<file path="src/i2c_slave_pkg.sv">
// Constants and types shared by the two-wire slave and its time-out timer.
package i2c_slave_pkg;

   // ==========================================================================
   // Register offsets on the register bus (byte addresses).
   localparam logic [7:0] OFS_DATA  = 8'h00;
   localparam logic [7:0] OFS_ADDR  = 8'h04;
   localparam logic [7:0] OFS_CTRL0 = 8'h08;
   localparam logic [7:0] OFS_CTRL1 = 8'h0C;
   localparam logic [7:0] OFS_TOC   = 8'h10;
   localparam logic [7:0] OFS_INTERRUPT_CONTROL_ONE = 8'h14;

   // ==========================================================================
   // Field positions.
   localparam int C0_EN_BIT   = 0;
   localparam int C1_RX_ACK_STATUS_BIT = 0;
   localparam int C1_SRW_BIT  = 2;
   localparam int C1_TX_ACK_CONTROL_BIT = 3;
   localparam int C1_DIR_BIT  = 4;
   localparam int C1_BUSY_BIT = 5;
   localparam int C1_MTCH_BIT = 6;
   localparam int TOC_EN_BIT  = 7;
   localparam int TOC_FLG_BIT = 6;
   localparam int TOC_SEL_W   = 6;
   localparam int IRQF_BIT    = 4;
   localparam int IRQE_BIT    = 0;

   // ==========================================================================
   // Reset values and counts.
   localparam logic [7:0] REG_POR       = 8'h00;
   localparam logic [7:0] CTRL1_POR     = 8'h00;
   localparam logic [3:0] BITS_PER_BYTE = 4'h8;
   localparam logic [3:0] BIT_STEP      = 4'h1;
   // The time-out ticks at the sub clock divided by this power of two.
   localparam int         SUB_DIV_LOG2  = 5;
   localparam int         TO_CNT_W      = TOC_SEL_W + SUB_DIV_LOG2;
   localparam logic [SUB_DIV_LOG2-1:0] SUB_DIV_LAST = 5'h1F;
   localparam logic [TO_CNT_W-1:0]     TO_CNT_STEP  = 11'h001;

   // ==========================================================================
   // Bus sequencer states.
   typedef enum logic [2:0] {
      ST_IDLE,
      ST_ADDR,
      ST_ADDR_ACK,
      ST_HOLD,
      ST_DATA,
      ST_DATA_ACK,
      ST_WAIT_STOP
   } state_t;

endpackage : i2c_slave_pkg

</file>
<file path="src/i2c_slave_data.sv">
// Two-wire bus slave: data phase, acknowledge, clock hold and bus time-out.
// How it works
// - Bytes are eight bits, MSB first.
// - Receiver acknowledges low after each byte while acknowledge control is zero.
// - No master acknowledge: release data line.
// - Bytes pass through the data buffer.
// - Receiver drives acknowledge on ninth clock.
// - Received acknowledge decides next transmit byte.
// - Hold clock low until buffer serviced.
// - Start on match; clock fall clears count.
// - Time-out when period passes without fall.
// - Stop condition halts time-out counting.
// - Overflow halts counter, clears enable, sets flag.
// - Time-out raises the serial interrupt request.
// - Time-out resets sequencer and second control.
// - Time-out flag stays until software clears.
// - Period is (select plus one) times 32.
// - Request flag bit 4, enable bit 0.
// - Acknowledge control zero drives low, one leaves high.
// - Received acknowledge reads zero when master acknowledged.
// - Direction bit: one transmits, zero receives.
`timescale 1ns/100ps
module i2c_slave_data
   import i2c_slave_pkg::*;
(
   input  wire logic        I_CLK,
   input  wire logic        I_RSTN,
   input  wire logic        I_CE,
   input  wire logic [7:0]  I_PADDR,
   input  wire logic        I_PSEL,
   input  wire logic        I_PENABLE,
   input  wire logic        I_PWRITE,
   input  wire logic [31:0] I_PWDATA,
   output logic      [31:0] O_PRDATA,
   output logic             O_PREADY,
   output logic             O_PSLVERR,
   input  wire logic        I_SCL,
   output logic             O_SCL_OUT,
   output logic             O_SCL_OE,
   input  wire logic        I_SDA,
   output logic             O_SDA_OUT,
   output logic             O_SDA_OE,
   input  wire logic        I_SUB_CLK,
   output logic             O_IRQ
);

   typedef struct packed {
      logic                 scl_m, scl_s, scl_p;
      logic                 sda_m, sda_s, sda_p;
      logic                 sub_m, sub_s, sub_p;
      state_t               fsm;
      logic [3:0]           bitcnt;
      logic [7:0]           shift;
      logic [7:0]           tx_shift;
      logic [7:0]           data_buf;
      logic [6:0]           slv_addr;
      logic [7:0]           ctrl0;
      logic                 dir, txack, rxack, srw, matched, busy;
      logic                 toc_en, toc_flag;
      logic [TOC_SEL_W-1:0] toc_sel;
      logic                 irq_f, irq_e, irq;
      logic                 scl_oe, sda_oe, line_lo;
      logic [31:0]          prdata;
      logic                 pready, pslverr;
   } st_t;

   st_t  q;
   st_t  d;
   logic rst_meta_q;
   logic rst_n_q;
   logic scl_rise, scl_fall, start_c, stop_c, sub_tick;
   logic acc, wr, rd, sw_service, match_evt, to_expired;

   // ==========================================================================
   // Register decoding helpers.
   function automatic logic is_mapped(input logic [7:0] a);
      is_mapped = (a == OFS_DATA) || (a == OFS_ADDR) || (a == OFS_CTRL0) ||
                  (a == OFS_CTRL1) || (a == OFS_TOC) || (a == OFS_INTERRUPT_CONTROL_ONE);
   endfunction : is_mapped

   function automatic logic [7:0] reg_read(input logic [7:0] a, input st_t s);
      reg_read = REG_POR;
      case (a)
         OFS_DATA:  reg_read = s.data_buf;
         OFS_ADDR:  reg_read = {1'h0, s.slv_addr};
         OFS_CTRL0: reg_read = s.ctrl0;
         OFS_CTRL1: begin
            reg_read[C1_RX_ACK_STATUS_BIT] = s.rxack;
            reg_read[C1_SRW_BIT]  = s.srw;
            reg_read[C1_TX_ACK_CONTROL_BIT] = s.txack;
            reg_read[C1_DIR_BIT]  = s.dir;
            reg_read[C1_BUSY_BIT] = s.busy;
            reg_read[C1_MTCH_BIT] = s.matched;
         end
         OFS_TOC:   reg_read = {s.toc_en, s.toc_flag, s.toc_sel};
         OFS_INTERRUPT_CONTROL_ONE: begin
            reg_read[IRQF_BIT] = s.irq_f;
            reg_read[IRQE_BIT] = s.irq_e;
         end
         default:   reg_read = REG_POR;
      endcase
   endfunction : reg_read

   // ==========================================================================
   // Reset release through two flip-flops.
   always_ff @(posedge I_CLK or negedge I_RSTN) begin
      if (!I_RSTN) begin
         rst_meta_q <= 1'h0;
         rst_n_q    <= 1'h0;
      end else begin
         rst_meta_q <= 1'h1;
         rst_n_q    <= rst_meta_q;
      end
   end

   // Bus event detection on the synchronised pin copies.
   assign scl_rise  = q.scl_s & ~q.scl_p;
   assign scl_fall  = ~q.scl_s & q.scl_p;
   assign start_c   = q.scl_s & q.scl_p & q.sda_p & ~q.sda_s;
   assign stop_c    = q.scl_s & q.scl_p & ~q.sda_p & q.sda_s;
   assign sub_tick  = q.sub_s & ~q.sub_p;
   assign acc       = I_PSEL & I_PENABLE;
   assign wr        = acc & q.pready & I_PWRITE & is_mapped(I_PADDR);
   assign rd        = acc & q.pready & ~I_PWRITE;
   assign match_evt = (q.fsm == ST_ADDR) && !start_c && !stop_c && scl_fall &&
                      (q.bitcnt == BITS_PER_BYTE) && q.ctrl0[C0_EN_BIT] &&
                      (q.shift[7:1] == q.slv_addr);
   // Software service: write in transmit mode, dummy read in receive mode.
   assign sw_service = (I_PADDR == OFS_DATA) &&
                       ((wr && q.dir) || (rd && !q.dir));

   // ==========================================================================
   // Time-out timer.
   i2c_timeout_timer u_timer (
      .i_clk      (I_CLK),
      .i_rst_n    (rst_n_q),
      .i_ce       (I_CE),
      .i_enable   (q.toc_en),
      .i_start    (match_evt),
      .i_scl_fall (scl_fall),
      .i_stop     (stop_c),
      .i_sub_tick (sub_tick),
      .i_sel      (q.toc_sel),
      .o_expired  (to_expired)
   );

   // ==========================================================================
   // Next state: synchronisers, bus slave, sequencer and time-out effects.
   always_comb begin
      d       = q;
      d.scl_m = I_SCL;
      d.scl_s = q.scl_m;
      d.scl_p = q.scl_s;
      d.sda_m = I_SDA;
      d.sda_s = q.sda_m;
      d.sda_p = q.sda_s;
      d.sub_m = I_SUB_CLK;
      d.sub_s = q.sub_m;
      d.sub_p = q.sub_s;
      d.line_lo = 1'h0;
      // Register bus: one wait state, data and error prepared for the answer.
      d.pready = acc & ~q.pready;
      if (acc && !q.pready) begin
         d.prdata  = {24'h000000, reg_read(I_PADDR, q)};
         d.pslverr = ~is_mapped(I_PADDR);
      end
      if (wr) begin
         case (I_PADDR)
            OFS_DATA:  d.data_buf = I_PWDATA[7:0];
            OFS_ADDR:  d.slv_addr = I_PWDATA[6:0];
            OFS_CTRL0: d.ctrl0    = I_PWDATA[7:0];
            OFS_CTRL1: begin
               d.dir   = I_PWDATA[C1_DIR_BIT];
               d.txack = I_PWDATA[C1_TX_ACK_CONTROL_BIT];
            end
            OFS_TOC: begin
               d.toc_en   = I_PWDATA[TOC_EN_BIT];
               d.toc_flag = I_PWDATA[TOC_FLG_BIT];
               d.toc_sel  = I_PWDATA[TOC_SEL_W-1:0];
            end
            OFS_INTERRUPT_CONTROL_ONE: begin
               d.irq_f = I_PWDATA[IRQF_BIT];
               d.irq_e = I_PWDATA[IRQE_BIT];
            end
            default: d.ctrl0 = q.ctrl0;
         endcase
      end
      // Bus conditions override every state; hardware sets win over writes.
      if (start_c) begin
         d.fsm     = ST_ADDR;
         d.bitcnt  = '0;
         d.busy    = 1'h1;
         d.matched = 1'h0;
         d.sda_oe  = 1'h0;
         d.scl_oe  = 1'h0;
      end else if (stop_c) begin
         d.fsm     = ST_IDLE;
         d.busy    = 1'h0;
         d.matched = 1'h0;
         d.sda_oe  = 1'h0;
         d.scl_oe  = 1'h0;
      end else begin
         case (q.fsm)
            ST_IDLE: d.fsm = ST_IDLE;
            ST_ADDR: begin
               if (scl_rise) begin
                  d.shift  = {q.shift[6:0], q.sda_s};
                  d.bitcnt = q.bitcnt + BIT_STEP;
               end
               if (scl_fall && q.bitcnt == BITS_PER_BYTE) begin
                  if (match_evt) begin
                     d.srw     = q.shift[0];
                     d.matched = 1'h1;
                     d.irq_f   = 1'h1;
                     d.sda_oe  = 1'h1;
                     d.fsm     = ST_ADDR_ACK;
                  end else begin
                     d.fsm = ST_WAIT_STOP;
                  end
               end
            end
            ST_ADDR_ACK: begin
               if (scl_fall) begin
                  d.sda_oe = 1'h0;
                  d.scl_oe = 1'h1;
                  d.fsm    = ST_HOLD;
               end
            end
            ST_HOLD: begin
               d.scl_oe = 1'h1;
               if (sw_service) begin
                  d.scl_oe   = 1'h0;
                  d.bitcnt   = '0;
                  d.tx_shift = d.data_buf;
                  d.sda_oe   = q.dir & ~d.data_buf[7];
                  d.fsm      = ST_DATA;
               end
            end
            ST_DATA: begin
               if (scl_rise) begin
                  d.shift  = {q.shift[6:0], q.sda_s};
                  d.bitcnt = q.bitcnt + BIT_STEP;
               end
               if (scl_fall) begin
                  if (q.bitcnt == BITS_PER_BYTE) begin
                     if (q.dir) begin
                        d.sda_oe = 1'h0;
                     end else begin
                        d.data_buf = q.shift;
                        d.sda_oe   = ~q.txack;
                     end
                     d.fsm = ST_DATA_ACK;
                  end else if (q.dir) begin
                     d.tx_shift = {q.tx_shift[6:0], 1'h0};
                     d.sda_oe   = ~q.tx_shift[6];
                  end
               end
            end
            ST_DATA_ACK: begin
               if (scl_rise && q.dir) begin
                  d.rxack = q.sda_s;
               end
               if (scl_fall) begin
                  d.sda_oe = 1'h0;
                  d.irq_f  = 1'h1;
                  if (q.dir ? q.rxack : q.txack) begin
                     d.fsm = ST_WAIT_STOP;
                  end else begin
                     d.scl_oe = 1'h1;
                     d.fsm    = ST_HOLD;
                  end
               end
            end
            ST_WAIT_STOP: begin
               d.sda_oe = 1'h0;
               d.scl_oe = 1'h0;
            end
            default: d.fsm = ST_IDLE;
         endcase
      end
      // Time-out: flag, request and sequencer reset.
      if (to_expired) begin
         d.toc_en   = 1'h0;
         d.toc_flag = 1'h1;
         d.irq_f    = 1'h1;
         d.fsm      = ST_IDLE;
         d.bitcnt   = '0;
         d.sda_oe   = 1'h0;
         d.scl_oe   = 1'h0;
         d.busy     = 1'h0;
         d.dir      = CTRL1_POR[C1_DIR_BIT];
         d.txack    = CTRL1_POR[C1_TX_ACK_CONTROL_BIT];
         d.rxack    = CTRL1_POR[C1_RX_ACK_STATUS_BIT];
         d.srw      = CTRL1_POR[C1_SRW_BIT];
         d.matched  = CTRL1_POR[C1_MTCH_BIT];
      end
      d.irq = d.irq_f & d.irq_e;
   end

   // State register; clock enable freezes everything.
   always_ff @(posedge I_CLK or negedge rst_n_q) begin
      if (!rst_n_q) begin
         q <= '0;
      end else if (I_CE) begin
         q <= d;
      end
   end

   assign O_PRDATA  = q.prdata;
   assign O_PREADY  = q.pready;
   assign O_PSLVERR = q.pslverr;
   assign O_SCL_OUT = q.line_lo;
   assign O_SCL_OE  = q.scl_oe;
   assign O_SDA_OUT = q.line_lo;
   assign O_SDA_OE  = q.sda_oe;
   assign O_IRQ     = q.irq;

   // ==========================================================================
   // Checks.
   chk_tx_msb_first: assert property (
      @(posedge I_CLK) disable iff (!rst_n_q)
      (I_CE && q.fsm == ST_HOLD && sw_service && q.dir && !start_c && !stop_c
       && !to_expired) |=> (O_SDA_OE == !$past(I_PWDATA[7])) && !O_SCL_OE)
      else $error("First transmit bit is not the buffer MSB.");

   chk_rx_ack_drive: assert property (
      @(posedge I_CLK) disable iff (!rst_n_q)
      (I_CE && q.fsm == ST_DATA && !q.dir && scl_fall && q.bitcnt == BITS_PER_BYTE
       && !start_c && !stop_c && !to_expired)
      |=> (q.fsm == ST_DATA_ACK) && (O_SDA_OE == !$past(q.txack)))
      else $error("Acknowledge level does not follow its control flag.");

   chk_nack_release: assert property (
      @(posedge I_CLK) disable iff (!rst_n_q)
      (q.fsm == ST_WAIT_STOP) |-> !O_SDA_OE && !O_SCL_OE)
      else $error("Data line driven after a missing acknowledge.");

   chk_hold_clock: assert property (
      @(posedge I_CLK) disable iff (!rst_n_q)
      (I_CE && q.fsm == ST_HOLD && !sw_service && !start_c && !stop_c
       && !to_expired) |=> O_SCL_OE && q.fsm == ST_HOLD)
      else $error("Clock line released before the buffer was serviced.");

   chk_expire_flags: assert property (
      @(posedge I_CLK) disable iff (!rst_n_q)
      (I_CE && to_expired) |=> !q.toc_en && q.toc_flag)
      else $error("Time-out did not clear enable and set its flag.");

   chk_expire_irq: assert property (
      @(posedge I_CLK) disable iff (!rst_n_q)
      (I_CE && to_expired) |=> q.irq_f ##1 (O_IRQ == q.irq_e))
      else $error("Time-out did not raise the serial request.");

   chk_expire_reset: assert property (
      @(posedge I_CLK) disable iff (!rst_n_q)
      (I_CE && to_expired) |=> q.fsm == ST_IDLE && !q.dir && !q.txack && !O_SCL_OE
       && q.slv_addr == $past(q.slv_addr))
      else $error("Time-out did not return the sequencer to its reset state.");

   chk_flag_sticky: assert property (
      @(posedge I_CLK) disable iff (!rst_n_q)
      (I_CE && q.toc_flag && !(wr && I_PADDR == OFS_TOC)) |=> q.toc_flag)
      else $error("Time-out flag dropped without a software write.");

   chk_rxack_sample: assert property (
      @(posedge I_CLK) disable iff (!rst_n_q)
      (I_CE && q.fsm == ST_DATA_ACK && q.dir && scl_rise && !start_c && !stop_c
       && !to_expired) |=> q.rxack == $past(q.sda_s))
      else $error("Received acknowledge not taken from the data line.");

endmodule : i2c_slave_data

</file>
<file path="src/i2c_timeout_timer.sv">
// Bus time-out timer counting divided sub clock ticks between clock falls.
`timescale 1ns/100ps
module i2c_timeout_timer
   import i2c_slave_pkg::*;
(
   input  wire logic                 i_clk,
   input  wire logic                 i_rst_n,
   input  wire logic                 i_ce,
   input  wire logic                 i_enable,
   input  wire logic                 i_start,
   input  wire logic                 i_scl_fall,
   input  wire logic                 i_stop,
   input  wire logic                 i_sub_tick,
   input  wire logic [TOC_SEL_W-1:0] i_sel,
   output logic                      o_expired
);

   typedef struct packed {
      logic                run;
      logic [TO_CNT_W-1:0] cnt;
      logic                expired;
   } tmr_t;

   tmr_t q;
   tmr_t d;
   logic [TO_CNT_W-1:0] limit;

   // ==========================================================================
   // Counting, clearing and overflow.
   always_comb begin
      d         = q;
      d.expired = 1'h0;
      limit     = {i_sel, SUB_DIV_LAST};
      if (!i_enable) begin
         d.run = 1'h0;
         d.cnt = '0;
      end else if (i_stop) begin
         d.run = 1'h0;
         d.cnt = '0;
      end else if (i_start) begin
         d.run = 1'h1;
         d.cnt = '0;
      end else if (q.run) begin
         if (i_scl_fall) begin
            d.cnt = '0;
         end else if (i_sub_tick) begin
            if (q.cnt == limit) begin
               d.expired = 1'h1;
               d.run     = 1'h0;
            end else begin
               d.cnt = q.cnt + TO_CNT_STEP;
            end
         end
      end
   end

   // State register.
   always_ff @(posedge i_clk or negedge i_rst_n) begin
      if (!i_rst_n) begin
         q <= '0;
      end else if (i_ce) begin
         q <= d;
      end
   end

   assign o_expired = q.expired;

   // ==========================================================================
   // Checks.
   chk_idle_disabled: assert property (
      @(posedge i_clk) disable iff (!i_rst_n)
      (i_ce && !i_enable) |=> (q.cnt == '0 && !q.run && !q.expired))
      else $error("Timer not idle while disabled.");

   chk_stop_halts: assert property (
      @(posedge i_clk) disable iff (!i_rst_n)
      (i_ce && i_stop) |=> !q.run ##1 !q.expired)
      else $error("Timer kept running after a stop.");

endmodule : i2c_timeout_timer

</file>
<file path="config.mk">
export PLATFORM = sky130hd
export DESIGN_NAME = i2c_slave_data
export DESIGN_NICKNAME = d
export VERILOG_FILES = /design/src/i2c_slave_pkg.sv /design/src/i2c_slave_data.sv /design/src/i2c_timeout_timer.sv
export SDC_FILE = /design/constraint.sdc
export NUM_CORES = 1
export LEC_CHECK = 0
export ABC_AREA = 1
export BUFFER_PORTS_ARGS = -buffer_cell sky130_fd_sc_hd__buf_4
export CORE_MARGIN = 4
export CORE_UTILIZATION = 55
export DETAILED_ROUTE_END_ITERATION = 12
export PLACE_DENSITY = 0.78
export SYNTH_ARGS = -nofsm -noshare
export SYNTH_HDL_FRONTEND = slang
export SYNTH_SLANG_ARGS = --single-unit
</file>
<file path="constraint.sdc">
create_clock -name I_CLK -period 3.42 [get_ports I_CLK]
set_input_delay 1.026 -clock I_CLK [delete_from_list [all_inputs] [get_ports I_CLK]]
set_output_delay 1.026 -clock I_CLK [all_outputs]
set_load 0.1 [all_outputs]
</file>
==> results.md <==
* CP peak stage delay at 0.38 ns
* CP Cell Sequence: buf_4, nor2_1, nand2_2, nor2_2, nor2_1, nand3_2, nand2_4, inv_6, nand2_8, nor2_4, mux2_2
* WP data arrival at 3.00 ns
* Leading area contributor after synthesis: dfrtp_1
* Achievable frequency at 0.365 GHz
* Worst Tran Pin Value at 1.00 ns
* Clk Latency, worst-skew pair at 0.36 ns
* First-pass GRT wire length at 22800 µm
* CORE AREA at 9910 µm²
* Yosys cell types at 47
* Slew Limit Fails at 0
* Clock skew at 0.00962 ns
* Final Util at 62.4%
* Worst path required time at 3.68 ns
* Gpl congestion at 0.925
* Post-synth EDFFs at 0
* PortBufs at 37
* Syn Area/Cell at 7.80 µm²
* Internal power at 2040 µW
* Logic pwr share at 31.8%
* Final Cycle Share at 80.0%
* P_leak at 0.00288 µW
* CTS tree: done
* Synth Flop Type: dfrtp_1
* Syn Inst Count at 730
* Layout cells sized above 1 at 13.0%
* Crit path top cell by count: nor2_1
* Max-cap check violation count at 0
* Psw at 1330 µW
* Grt met3 use at 3.52%
* Outcome: complete, no violations
* Asr flop ratio synth at 100%
* RSZ-0062 raised after global routing: no
* # hold bufs at CTS at 0
* Yosys warns at 0
* Wire length per cell at 15.8 µm
* Total CTS buffers at 9
* First-pass DRT Iterations at 5
* Die ar. at 12000 µm²
* Power per cell area at 546 nW/µm²
* Most used routing layer: met2
* Flops & latches, synth at 98
* Routed vias/inst at 5.51
* Clock-pin slew on the worst setup and hold paths at 0.10 ns
* Share of the synthesized area in the top cell type at 43.0%
* Seq/Total Area, Yosys at 43.0%
* DPL Wire Length at 10700 µm
* DR vias at 4958
* Cell row count at 36
* Top delay family on crit path: simple AND/OR/NAND/NOR gates
* M2 GR Usage at 41.8%
* Total wire length at 14300 µm
* Number of remaining DRC errors at 0
* Final setup vio count at 0
* Overflow after GRT at 0
* Setup ws final at 0.683 ns
* Die W at 110 µm
* Crit Path Class: input port to flip-flop
* CP max FO at 11
* Sequential share of power at 43.7%
* Hold Path Class: flip-flop to flip-flop
* Antenna Nets Post-Route at 0
* CTS HTree Levels at 3
* Switching part of the total at 39.5%
* Initial Utilization at 57.5%
* Root Buffer: clkbuf_8
* Initial antenna violation count at 0
* Max stage delay cell, worst path: mux2_2
* Nets at 815
* Post-CTS sizing at 0
* # diodes at 0
* Ports at 88
* Slew headroom at 33.3%
* Maximum vdd drop at 0.000335 V
* Setup TNS at 0 ns
* Initial DRC Count at 416
* Syn-to-layout area delta at 8.52%
* Longest Clk Path Bufs at 2
* Clock power share at 24.5%
* Buf/Inv on CP at 2
* All-Layer GR Usage at 24.7%
* CP Launch Type: input port
* Clk sinks at 98
* Vias in the first global route at 4602
* Setup crit end kind: flip-flop
* Met1 usage at 33.5%
* Minimum clock period at 2.74 ns
* # Post-CTS Setup Buffers at 0
* DIE HEIGHT at 110 µm
* Largest net degree at the start of global routing at 78
* Final Hold Fails at 0
* Cell area after synthesis at 5700 µm²
* Top cells by area, synth: dfrtp_1 43%, nand2_1 10%, o21ai_0 7.5%, inv_1 5.7%, buf_4 4.6%
* Pre-CTS WS at 0.357 ns
==> layout make-up <==
type / instances / area, µm²
fillers: 893 / 3730
flip-flops and latches: 98 / 2460
clock inverters: 4 / 76.3
repair buffers: 46 / 345
inverters: 92 / 350
well taps: 133 / 166
clock buffers: 11 / 141
multi-input cells: 516 / 2650
==> path summary, 6_finish.rpt <==
kind | start | slack [ns] | depth (start not counted) | end
min in group asynchronous | I_RSTN | 0.42 | 1 | rst_n_q
worst min-delay path | rst_meta_q | 0.36 | 0 | rst_n_q
worst max register to register | u_timer.q[1] | 0.97 | 12 | u_timer.q[8]
max in group asynchronous | rst_n_q | 2.16 | 1 | O_PRDATA[6]
worst min register to register | rst_meta_q | 0.36 | 0 | rst_n_q
worst max-delay path | I_PADDR[3] | 0.68 | 11 | q[60]
==> cells by family after synthesis <==
kind of cell	share of synthesized area, %
AOI/OAI and AO/OA	15.2
xor gates and xnor gates	2.00
adders and majority gates	0.659
buffers and inverters	12.1
DFF	43.0
muxes	1.78
other	0.132
and+or+nand+nor	25.0
==> Yosys cell counts, types with 3 or more instances <==
master / number
a21oi_1: 25
mux2_4: 3
a221oi_1: 5
inv_1: 87
buf_6: 3
nor3b_1: 4
nand2_1: 156
nor4_1: 4
nor2_1: 69
nor3_2: 4
o21ai_2: 3
nor3_1: 15
clkbuf_1: 8
buf_2: 3
buf_4: 35
nand4_1: 12
xnor2_1: 8
o21ai_1: 6
ha_1: 3
xor2_1: 5
o21ai_0: 85
mux2_2: 5
nand3_1: 25
nor2_4: 3
nor2_2: 7
nand2_2: 3
dfrtp_1: 98
o22ai_1: 11
a31oi_1: 10
==> routing by layer <==
metal / wire [µm] / part of all wire (%)
met2: 6940 / 49
met5: 0 / 0
met3: 840 / 5.9
met4: 207 / 1.5
met1: 6280 / 44
==> sequential cells by signal, summed over array words and instances, names as in the netlist <==
register           count
q                     64
u_timer.q             12
O_PRDATA               8
d                      6
O_IRQ                  1
O_PREADY               1
O_PSLVERR              1
O_SCL_OE               1
O_SDA_OE               1
rst_meta_q             1
rst_n_q                1
u_timer.o_expired      1
==> layout by cell type, fill, tap and decap left out, types with 4 or more instances in the layout <==
cell type / count
a21oi_1: 25
a221oi_1: 5
a31oi_1: 10
buf_4: 46
clkbuf_8: 10
conb_1: 27
dfrtp_1: 97
inv_1: 87
mux2_2: 5
nand2_1: 156
nand3_1: 25
nand4_1: 12
nor2_1: 69
nor2_2: 7
nor3_1: 15
nor3_2: 4
nor3b_1: 4
nor4_1: 4
o21ai_0: 85
o21ai_1: 6
o22ai_1: 11
xnor2_1: 8
xor2_1: 5
==> power groups by stage <==
| stage | Clock, µW | Sequential [µW] | Combinational (µW) |
|---|---|---|---|
| 2_1_floorplan | 0 | 1580 | 772 |
| 3_3_place_gp | 0 | 1490 | 1050 |
| 3_5_place_dp | 0 | 1490 | 1070 |
| 4_1_cts | 842 | 1470 | 1070 |
| 5_1_grt | 890 | 1500 | 1180 |
| 6_report | 827 | 1470 | 1070 |
==> through the flow <==
stage / total power (µW) / hold WS, ns / cells / cell area, µm²
after global placement: 2530 / 0.339 / 885 / 5960
final: 3380 / 0.363 / 900 / 6180
after CTS: 3390 / 0.367 / 900 / 6180
after floorplan: 2350 / 0.331 / 755 / 5790
after global routing: 3570 / 0.370 / 900 / 6180
after detailed placement: 2560 / 0.339 / 885 / 5960
(Power assumes the default switching activity.)
